===== src/hdl/dtvp_pkg.sv =====
package dtvp_pkg;
  // clock and millisecond tick
  localparam int unsigned CLK_HZ         = 50_000_000;
  localparam int unsigned TICK_MS        = 1;
  localparam int unsigned MS_PER_S       = 1000;
  localparam int unsigned MS_TICK_CYCLES = CLK_HZ / MS_PER_S * TICK_MS;

  // widths
  localparam int unsigned VOLT_W = 16;
  localparam int unsigned PCT_W  = 8;
  localparam int unsigned DLY_W  = 16;

  // register byte offsets
  localparam logic [7:0] ADDR_CTRL     = 8'h00;
  localparam logic [7:0] ADDR_OV_LEVEL = 8'h04;
  localparam logic [7:0] ADDR_UV_LEVEL = 8'h08;
  localparam logic [7:0] ADDR_OV_DELAY = 8'h0C;
  localparam logic [7:0] ADDR_UV_DELAY = 8'h10;
  localparam logic [7:0] ADDR_RATED    = 8'h14;
  localparam logic [7:0] ADDR_STATUS   = 8'h18;
  localparam logic [7:0] ADDR_IRQ_STAT = 8'h1C;
  localparam logic [7:0] ADDR_IRQ_MASK = 8'h20;

  // control word and uv level word fields
  localparam int unsigned CTRL_OV_ON_BIT  = 0;
  localparam int unsigned CTRL_OV_SO_BIT  = 1;
  localparam int unsigned CTRL_UV_MODE_LSB = 4;
  localparam int unsigned CTRL_UV_SO_BIT  = 6;
  localparam int unsigned UV_BLOCK_LSB    = 8;

  // irq bit positions
  localparam int unsigned IRQ_OV_START = 0;
  localparam int unsigned IRQ_OV_TRIP  = 1;
  localparam int unsigned IRQ_UV_START = 2;
  localparam int unsigned IRQ_UV_TRIP  = 3;

  // setting ranges and reset values
  localparam logic [15:0] PCT_START_MIN = 16'h001E;
  localparam logic [15:0] PCT_START_MAX = 16'h0082;
  localparam logic [15:0] PCT_BLOCK_MAX = 16'h0014;
  localparam logic [15:0] DELAY_MAX_MS  = 16'hEA60;
  localparam logic [7:0]  OV_LEVEL_RST  = 8'h3F;
  localparam logic [7:0]  UV_LEVEL_RST  = 8'h34;
  localparam logic [7:0]  UV_BLOCK_RST  = 8'h0A;
  localparam logic [15:0] DELAY_RST_MS  = 16'h0064;
  localparam logic [15:0] RATED_RST     = 16'h2710;
  localparam logic [23:0] PCT_SCALE     = 24'h000064;

  localparam logic [1:0] RESP_OKAY   = 2'h0;
  localparam logic [1:0] RESP_SLVERR = 2'h2;

  typedef enum logic [1:0] {
    UV_OFF  = 2'h0,
    UV_1OF3 = 2'h1,
    UV_2OF3 = 2'h2,
    UV_ALL  = 2'h3
  } dtvp_uv_mode_t;

  // fundamental rms of the three phases
  typedef struct packed {
    logic [VOLT_W-1:0] phase_c_fundamental;
    logic [VOLT_W-1:0] phase_b_fundamental;
    logic [VOLT_W-1:0] phase_a_fundamental;
  } dtvp_volts_t;
endpackage


===== src/hdl/dtvp_delay_timer.sv =====
`timescale 1ns/1ps
module dtvp_delay_timer
  import dtvp_pkg::*;
#(
  parameter int unsigned TICK_CYCLES = MS_TICK_CYCLES
) (
  input  wire logic             sys_clk_in,  // system clock
  input  wire logic             srst_in,     // sync reset
  input  wire logic             start_in,    // start condition
  input  wire logic [DLY_W-1:0] delay_ms_in, // definite delay
  input  wire logic             trip_en_in,  // trip allowed
  output logic                  trip_out     // trip command
);
  typedef enum logic [1:0] {
    TM_IDLE = 2'b00,
    TM_RUN  = 2'b01,
    TM_DONE = 2'b11
  } dtvp_tm_state_t;

  dtvp_tm_state_t    state_r;
  dtvp_tm_state_t    state_nxt;
  logic [31:0]       sub_r;
  logic [DLY_W-1:0]  ms_r;
  logic              tick;
  logic              trip_r;

  assign tick     = (sub_r == 32'(TICK_CYCLES - 1));
  assign trip_out = trip_r;

  // next state; any drop of start returns to idle
  always_comb begin
    state_nxt = state_r;
    unique case (state_r)
      TM_IDLE: begin
        if (start_in) begin
          state_nxt = (delay_ms_in == '0) ? TM_DONE : TM_RUN;
        end
      end
      TM_RUN: begin
        if (!start_in) begin
          state_nxt = TM_IDLE;
        end else if (ms_r >= delay_ms_in || (tick && ms_r + 1'b1 >= delay_ms_in)) begin
          state_nxt = TM_DONE;
        end
      end
      TM_DONE: begin
        if (!start_in) begin
          state_nxt = TM_IDLE;
        end
      end
      default: state_nxt = TM_IDLE;
    endcase
  end

  always_ff @(posedge sys_clk_in) begin
    if (srst_in) begin
      state_r <= TM_IDLE;
    end else begin
      state_r <= state_nxt;
    end
  end

  // elapsed time clears as soon as start drops, not one cycle later
  always_ff @(posedge sys_clk_in) begin
    if (srst_in || state_r != TM_RUN || !start_in) begin
      sub_r <= '0;
      ms_r  <= '0;
    end else if (tick) begin
      sub_r <= '0;
      ms_r  <= ms_r + 1'b1;
    end else begin
      sub_r <= sub_r + 32'h1;
    end
  end

  // start-only suppresses the command, not the timing
  always_ff @(posedge sys_clk_in) begin
    if (srst_in) begin
      trip_r <= 1'b0;
    end else begin
      trip_r <= (state_nxt == TM_DONE) && trip_en_in;
    end
  end

  trip_cause_a: assert property (@(posedge sys_clk_in) disable iff (srst_in)
    trip_r |-> $past(start_in) && $past(trip_en_in))
    else $error("trip without start or with start-only");
  zero_delay_a: assert property (@(posedge sys_clk_in) disable iff (srst_in)
    (state_r == TM_IDLE && start_in && delay_ms_in == '0 && trip_en_in) |=> trip_r)
    else $error("zero delay did not trip at once");
  timer_restart_a: assert property (@(posedge sys_clk_in) disable iff (srst_in)
    !start_in |=> state_r == TM_IDLE && ms_r == '0)
    else $error("timer kept running after start dropped");
endmodule


===== src/hdl/dtvp_top.sv =====
`timescale 1ns/1ps
module dtvp_top
  import dtvp_pkg::*;
#(
  parameter int unsigned TICK_CYCLES = MS_TICK_CYCLES
) (
  input  wire logic         sys_clk_in,         // 50 MHz clock
  input  wire logic         srst_in,            // sync reset, high
  input  wire dtvp_volts_t  volts_in,           // fundamental rms
  input  wire logic         ov_disable_in,      // user disable
  input  wire logic         uv_disable_in,      // user disable
  input  wire logic [7:0]   s_axi_awaddr_in,    // write address
  input  wire logic         s_axi_awvalid_in,   // aw valid
  output logic              s_axi_awready_out,  // aw ready
  input  wire logic [31:0]  s_axi_wdata_in,     // write data
  input  wire logic [3:0]   s_axi_wstrb_in,     // byte strobes
  input  wire logic         s_axi_wvalid_in,    // w valid
  output logic              s_axi_wready_out,   // w ready
  output logic [1:0]        s_axi_bresp_out,    // write resp
  output logic              s_axi_bvalid_out,   // b valid
  input  wire logic         s_axi_bready_in,    // b ready
  input  wire logic [7:0]   s_axi_araddr_in,    // read address
  input  wire logic         s_axi_arvalid_in,   // ar valid
  output logic              s_axi_arready_out,  // ar ready
  output logic [31:0]       s_axi_rdata_out,    // read data
  output logic [1:0]        s_axi_rresp_out,    // read resp
  output logic              s_axi_rvalid_out,   // r valid
  input  wire logic         s_axi_rready_in,    // r ready
  output logic [2:0]        ov_start_out,       // per phase
  output logic              ov_gen_start_out,   // any phase
  output logic              ov_trip_out,        // ov trip
  output logic [2:0]        uv_start_out,       // per phase
  output logic              uv_gen_start_out,   // voted start
  output logic              uv_trip_out,        // uv trip
  output logic              irq_out             // level irq
);
  // settings
  logic              ov_on_r;
  logic              ov_so_r;
  dtvp_uv_mode_t     uv_mode_r;
  logic              uv_so_r;
  logic [PCT_W-1:0]  ov_level_r;
  logic [PCT_W-1:0]  uv_level_r;
  logic [PCT_W-1:0]  uv_block_r;
  logic [DLY_W-1:0]  ov_delay_r;
  logic [DLY_W-1:0]  uv_delay_r;
  logic [VOLT_W-1:0] rated_r;
  logic [3:0]        irq_stat_r;
  logic [3:0]        irq_mask_r;
  logic [3:0]        irq_ev;
  logic [3:0]        irq_clr;
  // bus state
  logic              aw_full_r;
  logic              w_full_r;
  logic [7:0]        aw_addr_r;
  logic [31:0]       w_data_r;
  logic [3:0]        w_strb_r;
  logic              awready_r;
  logic              wready_r;
  logic              bvalid_r;
  logic [1:0]        bresp_r;
  logic              arready_r;
  logic              rvalid_r;
  logic [1:0]        rresp_r;
  logic [31:0]       rdata_r;
  logic              aw_take;
  logic              w_take;
  logic              ar_take;
  logic              do_wr;
  logic [31:0]       wr_word;
  // detection
  logic [VOLT_W-1:0] v_arr [3];
  logic [2:0]        ov_hit;
  logic [2:0]        uv_hit;
  logic              ov_gen;
  logic              uv_gen;
  logic [2:0]        ov_start_r;
  logic [2:0]        uv_start_r;
  logic              ov_gen_r;
  logic              uv_gen_r;
  logic              ov_trip_w;
  logic              uv_trip_w;
  logic              ov_trip_d_r;
  logic              uv_trip_d_r;
  logic              irq_r;

  // v*100 against pct*rated avoids a divider per phase
  function automatic logic [23:0] v_scaled(input logic [VOLT_W-1:0] v);
    v_scaled = 24'(v) * PCT_SCALE;
  endfunction

  function automatic logic [23:0] lvl_scaled(input logic [PCT_W-1:0] p, input logic [VOLT_W-1:0] r);
    lvl_scaled = 24'(p) * 24'(r);
  endfunction

  function automatic logic [15:0] clamp16(input logic [15:0] v, input logic [15:0] lo, input logic [15:0] hi);
    clamp16 = (v < lo) ? lo : ((v > hi) ? hi : v);
  endfunction

  function automatic logic [31:0] merge(input logic [31:0] old, input logic [31:0] nw, input logic [3:0] st);
    merge = old;
    for (int i = 0; i < 4; i++) begin
      if (st[i]) begin
        merge[i*8 +: 8] = nw[i*8 +: 8];
      end
    end
  endfunction

  function automatic logic mapped(input logic [7:0] a);
    mapped = (a[1:0] == 2'h0) && (a <= ADDR_IRQ_MASK);
  endfunction

  function automatic logic [31:0] reg_word(input logic [7:0] a);
    reg_word = '0;
    unique case (a)
      ADDR_CTRL: begin
        reg_word[CTRL_OV_ON_BIT] = ov_on_r;
        reg_word[CTRL_OV_SO_BIT] = ov_so_r;
        reg_word[CTRL_UV_MODE_LSB +: 2] = uv_mode_r;
        reg_word[CTRL_UV_SO_BIT] = uv_so_r;
      end
      ADDR_OV_LEVEL: reg_word[PCT_W-1:0] = ov_level_r;
      ADDR_UV_LEVEL: reg_word[15:0] = {uv_block_r, uv_level_r};
      ADDR_OV_DELAY: reg_word[DLY_W-1:0] = ov_delay_r;
      ADDR_UV_DELAY: reg_word[DLY_W-1:0] = uv_delay_r;
      ADDR_RATED:    reg_word[VOLT_W-1:0] = rated_r;
      ADDR_STATUS:   reg_word[9:0] = {uv_trip_out, uv_gen_r, uv_start_r, ov_trip_out, ov_gen_r, ov_start_r};
      ADDR_IRQ_STAT: reg_word[3:0] = irq_stat_r;
      ADDR_IRQ_MASK: reg_word[3:0] = irq_mask_r;
      default:       reg_word = '0;
    endcase
  endfunction

  // phase voltages come from the upstream fourier stage
  always_comb begin
    v_arr[0] = volts_in.phase_a_fundamental;
    v_arr[1] = volts_in.phase_b_fundamental;
    v_arr[2] = volts_in.phase_c_fundamental;
  end

  // per-phase comparisons, gated by operation and disable
  always_comb begin
    for (int i = 0; i < 3; i++) begin
      ov_hit[i] = ov_on_r && !ov_disable_in
                  && v_scaled(v_arr[i]) > lvl_scaled(ov_level_r, rated_r);
      uv_hit[i] = (uv_mode_r != UV_OFF) && !uv_disable_in
                  && v_scaled(v_arr[i]) < lvl_scaled(uv_level_r, rated_r)
                  && v_scaled(v_arr[i]) > lvl_scaled(uv_block_r, rated_r);
    end
  end

  // general starts; uv votes on simultaneous phases
  always_comb begin
    ov_gen = |ov_hit;
    unique case (uv_mode_r)
      UV_1OF3: uv_gen = |uv_hit;
      UV_2OF3: uv_gen = (uv_hit[0] & uv_hit[1]) | (uv_hit[1] & uv_hit[2]) | (uv_hit[0] & uv_hit[2]);
      UV_ALL:  uv_gen = &uv_hit;
      default: uv_gen = 1'b0;
    endcase
  end

  // start flags registered straight to the pins
  always_ff @(posedge sys_clk_in) begin
    if (srst_in) begin
      ov_start_r <= '0;
      uv_start_r <= '0;
      ov_gen_r   <= 1'b0;
      uv_gen_r   <= 1'b0;
    end else begin
      ov_start_r <= ov_hit;
      uv_start_r <= uv_hit;
      ov_gen_r   <= ov_gen;
      uv_gen_r   <= uv_gen;
    end
  end

  // timers see the same start the flags register, so trip tracks start
  dtvp_delay_timer #(.TICK_CYCLES(TICK_CYCLES)) u_ov_timer (
    .sys_clk_in  (sys_clk_in),
    .srst_in     (srst_in),
    .start_in    (ov_gen),
    .delay_ms_in (ov_delay_r),
    .trip_en_in  (!ov_so_r),
    .trip_out    (ov_trip_w)
  );

  dtvp_delay_timer #(.TICK_CYCLES(TICK_CYCLES)) u_uv_timer (
    .sys_clk_in  (sys_clk_in),
    .srst_in     (srst_in),
    .start_in    (uv_gen),
    .delay_ms_in (uv_delay_r),
    .trip_en_in  (!uv_so_r),
    .trip_out    (uv_trip_w)
  );

  assign ov_start_out     = ov_start_r;
  assign ov_gen_start_out = ov_gen_r;
  assign ov_trip_out      = ov_trip_w;
  assign uv_start_out     = uv_start_r;
  assign uv_gen_start_out = uv_gen_r;
  assign uv_trip_out      = uv_trip_w;
  assign irq_out          = irq_r;

  // bus handshakes
  assign aw_take = s_axi_awvalid_in && awready_r;
  assign w_take  = s_axi_wvalid_in && wready_r;
  assign ar_take = s_axi_arvalid_in && arready_r;
  assign do_wr   = aw_full_r && w_full_r && !bvalid_r;

  // merge needs the live register value, which a continuous assign would not track
  always_comb begin
    wr_word = merge(reg_word(aw_addr_r), w_data_r, w_strb_r);
  end

  // write side: aw and w latched independently, one write in flight
  always_ff @(posedge sys_clk_in) begin
    if (srst_in) begin
      aw_full_r <= 1'b0;
      w_full_r  <= 1'b0;
      awready_r <= 1'b0;
      wready_r  <= 1'b0;
      bvalid_r  <= 1'b0;
      bresp_r   <= RESP_OKAY;
      aw_addr_r <= '0;
      w_data_r  <= '0;
      w_strb_r  <= '0;
    end else begin
      if (aw_take) begin
        aw_full_r <= 1'b1;
        aw_addr_r <= s_axi_awaddr_in;
      end else if (do_wr) begin
        aw_full_r <= 1'b0;
      end
      if (w_take) begin
        w_full_r <= 1'b1;
        w_data_r <= s_axi_wdata_in;
        w_strb_r <= s_axi_wstrb_in;
      end else if (do_wr) begin
        w_full_r <= 1'b0;
      end
      awready_r <= !aw_full_r && !aw_take && !bvalid_r && !do_wr;
      wready_r  <= !w_full_r && !w_take && !bvalid_r && !do_wr;
      if (do_wr) begin
        bvalid_r <= 1'b1;
        bresp_r  <= mapped(aw_addr_r) ? RESP_OKAY : RESP_SLVERR;
      end else if (s_axi_bready_in) begin
        bvalid_r <= 1'b0;
      end
    end
  end

  // settings; out-of-range values are clamped to the legal range
  always_ff @(posedge sys_clk_in) begin
    if (srst_in) begin
      ov_on_r    <= 1'b1;
      ov_so_r    <= 1'b0;
      uv_mode_r  <= UV_1OF3;
      uv_so_r    <= 1'b0;
      ov_level_r <= OV_LEVEL_RST;
      uv_level_r <= UV_LEVEL_RST;
      uv_block_r <= UV_BLOCK_RST;
      ov_delay_r <= DELAY_RST_MS;
      uv_delay_r <= DELAY_RST_MS;
      rated_r    <= RATED_RST;
      irq_mask_r <= '0;
    end else if (do_wr) begin
      unique case (aw_addr_r)
        ADDR_CTRL: begin
          ov_on_r   <= wr_word[CTRL_OV_ON_BIT];
          ov_so_r   <= wr_word[CTRL_OV_SO_BIT];
          uv_mode_r <= dtvp_uv_mode_t'(wr_word[CTRL_UV_MODE_LSB +: 2]);
          uv_so_r   <= wr_word[CTRL_UV_SO_BIT];
        end
        ADDR_OV_LEVEL: ov_level_r <= 8'(clamp16({8'h00, wr_word[7:0]}, PCT_START_MIN, PCT_START_MAX));
        ADDR_UV_LEVEL: begin
          uv_level_r <= 8'(clamp16({8'h00, wr_word[7:0]}, PCT_START_MIN, PCT_START_MAX));
          uv_block_r <= 8'(clamp16({8'h00, wr_word[UV_BLOCK_LSB +: 8]}, 16'h0000, PCT_BLOCK_MAX));
        end
        ADDR_OV_DELAY: ov_delay_r <= clamp16(wr_word[15:0], 16'h0000, DELAY_MAX_MS);
        ADDR_UV_DELAY: uv_delay_r <= clamp16(wr_word[15:0], 16'h0000, DELAY_MAX_MS);
        ADDR_RATED:    rated_r <= wr_word[15:0];
        ADDR_IRQ_MASK: irq_mask_r <= wr_word[3:0];
        default:       ;
      endcase
    end
  end

  // read side: one read in flight, data held until rready
  always_ff @(posedge sys_clk_in) begin
    if (srst_in) begin
      arready_r <= 1'b0;
      rvalid_r  <= 1'b0;
      rresp_r   <= RESP_OKAY;
      rdata_r   <= '0;
    end else begin
      arready_r <= !rvalid_r && !ar_take;
      if (ar_take) begin
        rvalid_r <= 1'b1;
        rdata_r  <= reg_word(s_axi_araddr_in);
        rresp_r  <= mapped(s_axi_araddr_in) ? RESP_OKAY : RESP_SLVERR;
      end else if (s_axi_rready_in) begin
        rvalid_r <= 1'b0;
      end
    end
  end

  assign s_axi_awready_out = awready_r;
  assign s_axi_wready_out  = wready_r;
  assign s_axi_bvalid_out  = bvalid_r;
  assign s_axi_bresp_out   = bresp_r;
  assign s_axi_arready_out = arready_r;
  assign s_axi_rvalid_out  = rvalid_r;
  assign s_axi_rresp_out   = rresp_r;
  assign s_axi_rdata_out   = rdata_r;

  // rising edges of general starts and trips are the irq events
  assign irq_ev[IRQ_OV_START] = ov_gen && !ov_gen_r;
  assign irq_ev[IRQ_OV_TRIP]  = ov_trip_w && !ov_trip_d_r;
  assign irq_ev[IRQ_UV_START] = uv_gen && !uv_gen_r;
  assign irq_ev[IRQ_UV_TRIP]  = uv_trip_w && !uv_trip_d_r;
  assign irq_clr = (ar_take && s_axi_araddr_in == ADDR_IRQ_STAT) ? 4'hF : 4'h0;

  // read-to-clear; a new event in the clearing cycle survives
  always_ff @(posedge sys_clk_in) begin
    if (srst_in) begin
      irq_stat_r  <= '0;
      ov_trip_d_r <= 1'b0;
      uv_trip_d_r <= 1'b0;
      irq_r       <= 1'b0;
    end else begin
      irq_stat_r  <= (irq_stat_r & ~irq_clr) | irq_ev;
      ov_trip_d_r <= ov_trip_w;
      uv_trip_d_r <= uv_trip_w;
      irq_r       <= |(irq_stat_r & irq_mask_r);
    end
  end

  ov_general_a: assert property (@(posedge sys_clk_in) disable iff (srst_in)
    ov_gen_start_out == |ov_start_out)
    else $error("ov general start differs from phase starts");
  ov_off_a: assert property (@(posedge sys_clk_in) disable iff (srst_in)
    !ov_on_r |=> ov_start_out == 3'h0 && !ov_gen_start_out)
    else $error("ov start while operation off");
  ov_disable_a: assert property (@(posedge sys_clk_in) disable iff (srst_in)
    ov_disable_in |=> ov_start_out == 3'h0 && !ov_trip_out)
    else $error("ov start or trip while disabled");
  uv_disable_a: assert property (@(posedge sys_clk_in) disable iff (srst_in)
    uv_disable_in |=> uv_start_out == 3'h0 && !uv_trip_out)
    else $error("uv start or trip while disabled");
  ov_startonly_a: assert property (@(posedge sys_clk_in) disable iff (srst_in)
    $past(ov_so_r) |-> !ov_trip_out)
    else $error("ov trip with start-only set");
  uv_band_a: assert property (@(posedge sys_clk_in) disable iff (srst_in)
    uv_start_out[0] |-> $past(v_scaled(v_arr[0]) < lvl_scaled(uv_level_r, rated_r)
                        && v_scaled(v_arr[0]) > lvl_scaled(uv_block_r, rated_r)))
    else $error("uv phase start outside band");
  uv_vote_a: assert property (@(posedge sys_clk_in) disable iff (srst_in)
    uv_gen_start_out && $past(uv_mode_r) == UV_2OF3 |-> $countones(uv_start_out) >= 2)
    else $error("uv two of three voted on fewer phases");
  irq_level_a: assert property (@(posedge sys_clk_in) disable iff (srst_in)
    irq_out == $past(|(irq_stat_r & irq_mask_r)))
    else $error("irq level does not follow masked status");
  irq_sticky_a: assert property (@(posedge sys_clk_in) disable iff (srst_in)
    $rose(ov_trip_out) |=> irq_stat_r[IRQ_OV_TRIP])
    else $error("ov trip event not recorded");
  bus_hold_a: assert property (@(posedge sys_clk_in) disable iff (srst_in)
    s_axi_bvalid_out && !s_axi_bready_in |=> s_axi_bvalid_out && $stable(s_axi_bresp_out))
    else $error("write response dropped before bready");
endmodule


===== config.mk =====
export PLATFORM = sky130hd
export DESIGN_NAME = dtvp_top
export DESIGN_NICKNAME = d
export VERILOG_FILES = /design/src/hdl/dtvp_pkg.sv /design/src/hdl/dtvp_delay_timer.sv /design/src/hdl/dtvp_top.sv
export SDC_FILE = /design/constraint.sdc
export NUM_CORES = 2
export LEC_CHECK = 0
export ABC_CLOCK_PERIOD_IN_PS = 8300
export BUFFER_PORTS_ARGS = -buffer_cell sky130_fd_sc_hd__buf_2
export CELL_PAD_IN_SITES_DETAIL_PLACEMENT = 0
export CELL_PAD_IN_SITES_GLOBAL_PLACEMENT = 1
export CORE_MARGIN = 1
export CORE_UTILIZATION = 44
export DETAILED_ROUTE_END_ITERATION = 10
export GPL_TIMING_DRIVEN = 0
export PLACE_DENSITY_LB_ADDON = 0.12
export SETUP_SLACK_MARGIN = 0.05
export SYNTH_ARGS = -nofsm -noshare
export SYNTH_HDL_FRONTEND = slang
export SYNTH_HIERARCHICAL = 1
export SYNTH_SLANG_ARGS = --single-unit

===== constraint.sdc =====
create_clock -name sys_clk_in -period 8.3 [get_ports sys_clk_in]
set_input_delay 0.415 -clock sys_clk_in [delete_from_list [all_inputs] [get_ports sys_clk_in]]
set_output_delay 0.415 -clock sys_clk_in [all_outputs]
set_load 0.01 [all_outputs]

==> results.md <==
- Final Critical Period: around 8 ns
- Max Transition Viols Final: 0
- TritonCTS Buffers: 34
- Post-synth top flop: dfxtp_1
- Area Growth Syn to Fin: 13.58%
- Crit path largest cell delay: 0.55 ns
- Core Area: 0.07734 mm^2
- Io pins: 161
- Via count of the routed design: 30220
- Worst setup path class: register to register
- FFs w/ async S/R, synth: 0%
- CP delay by family, top: adder cells
- 1st-iter DRT viols: 2402
- Ratio of cells with drive above 1 in the final layout: 11.28%
- Die footprint: slightly below 0.08 mm^2
- Max Cap Viol: 0
- Clock latency at the later pin of the worst-skew pair: ~0.55 ns
- Register bit total from synthesis: 249
- Worst slew margin: 12.51%
- Mapped Cells: 4171
- Residual DRC: 0
- I/O Buffers: 124
- TritonCTS Sinks: 249
- CTS clk-pin slew, worst paths: 0.06 ns
- Worst setup SP type: register
- CP max-delay cell: fa_1
- Peak supply drop: 0.1422 mV
- Final Hold Fails: 0
- Sequential fraction of the synthesis area: 14.52%
- Vias per cell: ~5.5
- Vias in the first global route: ~29000
- Element type at the critical path end: register
- Leak: ~0.018 uW
- Buf/Inv on CP: 6
- Starting Density: 44.38%
- YS warnings: 6
- Worst min-delay path class: primary input to register
- Antenna diodes: 0
- Most used cell, CP: fa_1
- # nets final: 5312
- Critical path peak fanout: 10
- Fmax: 123.7 MHz
- Largest net degree at the start of global routing: 13
- Layout Skew: 0.03576 ns
- Final std cells w/o fill: 5446
- Die width: ~280 um
- Unique masters post-synth: 97
- First-pass GRT wire length: 171800 um
- WL per Instance: 20.66 um
- Routed WL: between 100000 and 150000 um
- Final WS setup: 0.2136 ns
- Post-route ant nets: 0
- Worst hold slack: 0.1132 ns
- Final core occ: slightly above 50%
- Worst slack, placed: -2.098 ns
- Post-synth EDFFs: 0
- Initial antenna violation count: 5
- Clk Tree Root Cell: clkbuf_16
- Worst slew pin tran: 1.309 ns
- Placed cells: 5352
- Power per cell area: 131.8 mW/mm^2
- H-tree depth: 2
- CTS tree: yes
- Detailed Routing Iterations Pass 1: 9
- Grt ovf: 0
- Core Rows: just over 100
- Crit share post-route: 97.43%
- Mapped Avg Cell Area: 8.229 um^2
- Clock Tree Buf Depth: 3
- Chip Height: 281.3 um
- Worst EP arrival: 8.51 ns
- Status: finished, final reports clean
- Syn Std Cell Area: 0.03432 mm^2
- Hpwl dp: slightly above 90000 um
- Routability cong.: between 0.9 and 1
- Worst Path Required: 8.73 ns
- GRT Total Usage: between 20% and 30%
- Setup violators final: 0
path summary, 6_finish.rpt:
kind / from / to / slack (ns) / depth (start not counted)
worst max register to register: rated_r[1] / u_uv_timer/sub_r[20] / 0.21 / 33
worst min-delay path: s_axi_wdata_in[15] / w_data_r[15] / 0.11 / 3
worst min register to register: u_uv_timer/sub_r[0] / u_uv_timer/sub_r[0] / 0.45 / 1
worst max-delay path: rated_r[1] / u_uv_timer/sub_r[20] / 0.21 / 33
cells by family after synthesis:
kind of cell	count (synthesis)	share of synthesized area, %
xor+xnor	207	5.282
mux	11	0.3463
compound gates	730	14.05
flops	249	14.52
buf+inv	743	8.392
fa+ha+maj	826	36.30
other cells	1	0.01093
simple gates	1404	21.10
sequential cells by signal (all words and copies together), names as in the netlist, 2 cells and up:
signal / cells
irq_stat_r: 4
w_strb_r: 2
uv_level_r: 8
irq_mask_r: 4
u_ov_timer/ms_r: 16
u_uv_timer/sub_r: 32
aw_addr_r: 8
s_axi_rdata_out: 16
w_data_r: 16
u_ov_timer/state_r: 2
uv_mode_r: 2
uv_delay_r: 16
uv_block_r: 8
uv_start_out: 3
rated_r: 16
u_uv_timer/ms_r: 16
ov_level_r: 8
u_ov_timer/sub_r: 32
u_uv_timer/state_r: 2
ov_delay_r: 16
ov_start_out: 3
tightest hold or removal path, delay by kind of cell:
kind	cells	cell delay, ns
AOI/OAI and AO/OA	1	0.05
buffers and inverters	1	0.10
and+or+nand+nor	1	0.05
per-layer routing:
layer | up-vias | routed length [um] | GRT usage [%]
met5 | - | 13 | 0
met4 | 2 | 2737 | 7.009
met3 | 167 | 8061 | 3.841
met2 | 935 | 49680 | 44.81
met1 | 14600 | 52000 | 40.42
li1 | 14510 | - | -
through the flow:
| step | total power (uW) | cell area (um^2) | setup TNS, ns |
|---|---|---|---|
| after CTS | 5017 | 38170 | 0 |
| final | 5138 | 38980 | 0 |
| after floorplan | 2759 | 34390 | 0 |
| after global routing | 5471 | 38980 | -0.8199 |
| after global placement | 3418 | 36310 | -185.03 |
| after detailed placement | 3430 | 36310 | -180.55 |
final cells by class:
| class | count | area (um^2) |
|---|---|---|
| inverter | 555 | 2083 |
| timing repair buffer | 189 | 1174 |
| multi-input combinational | 3196 | 27180 |
| sequential | 249 | 5089 |
| clock inverter | 16 | 202.7 |
| buffer | 159 | 1015 |
| tap | 1040 | 1301 |
| fill | 7685 | 38360 |
| clock buffer | 42 | 942.2 |
layout by cell type, fill, tap and decap left out, drive strengths merged, types with 140 or more instances in the layout:
| cell type | count |
|---|---|
| a21oi | 242 |
| and2 | 280 |
| buf | 250 |
| clkbuf | 140 |
| dfxtp | 249 |
| fa | 285 |
| ha | 534 |
| inv | 558 |
| nand2 | 367 |
| nor2 | 298 |
Yosys cell counts (32+ instances only):
| library cell | number | area (um^2) |
|---|---|---|
| nor4_1 | 38 | 237.7 |
| and3_1 | 32 | 200.2 |
| ha_1 | 534 | 6681 |
| a22oi_1 | 52 | 390.4 |
| dfxtp_1 | 249 | 4985 |
| nand3_1 | 81 | 405.4 |
| fa_1 | 285 | 5705 |
| xnor2_1 | 115 | 1007 |
| nand4_1 | 65 | 406.6 |
| o21ai_0 | 96 | 480.5 |
| nor3_1 | 72 | 360.4 |
| a21oi_1 | 242 | 1211 |
| clkbuf_1 | 145 | 544.3 |
| xor2_1 | 92 | 805.8 |
| a21o_1 | 77 | 578.1 |
| inv_1 | 555 | 2083 |
| nor2_1 | 298 | 1119 |
| nor2b_1 | 34 | 212.7 |
| nand2_1 | 367 | 1378 |
| and2_1 | 279 | 1745 |
power by group:
| part | switching, uW | total [uW] | leakage, uW | internal [uW] |
|---|---|---|---|---|
| logic | 1430 | 2370 | 0.0157 | 940 |
| clock network | 582 | 1510 | 0.000563 | 933 |
| registers | 39.0 | 1250 | 0.00202 | 1210 |
| total | 2050 | 5140 | 0.0183 | 3090 |
what timing repair did:
| action | 4_1_cts | 5_1_grt |
|---|---|---|
| pin swaps | 11 | 34 |
| buffers inserted | 18 | 44 |
| setup endpoints to repair | 110 | 95 |
| gates cloned | 0 | 3 |
| hold buffers | 0 | 0 |
| gates resized for setup | 199 | 130 |
Note: power is estimated with default switching activity, not from simulation.
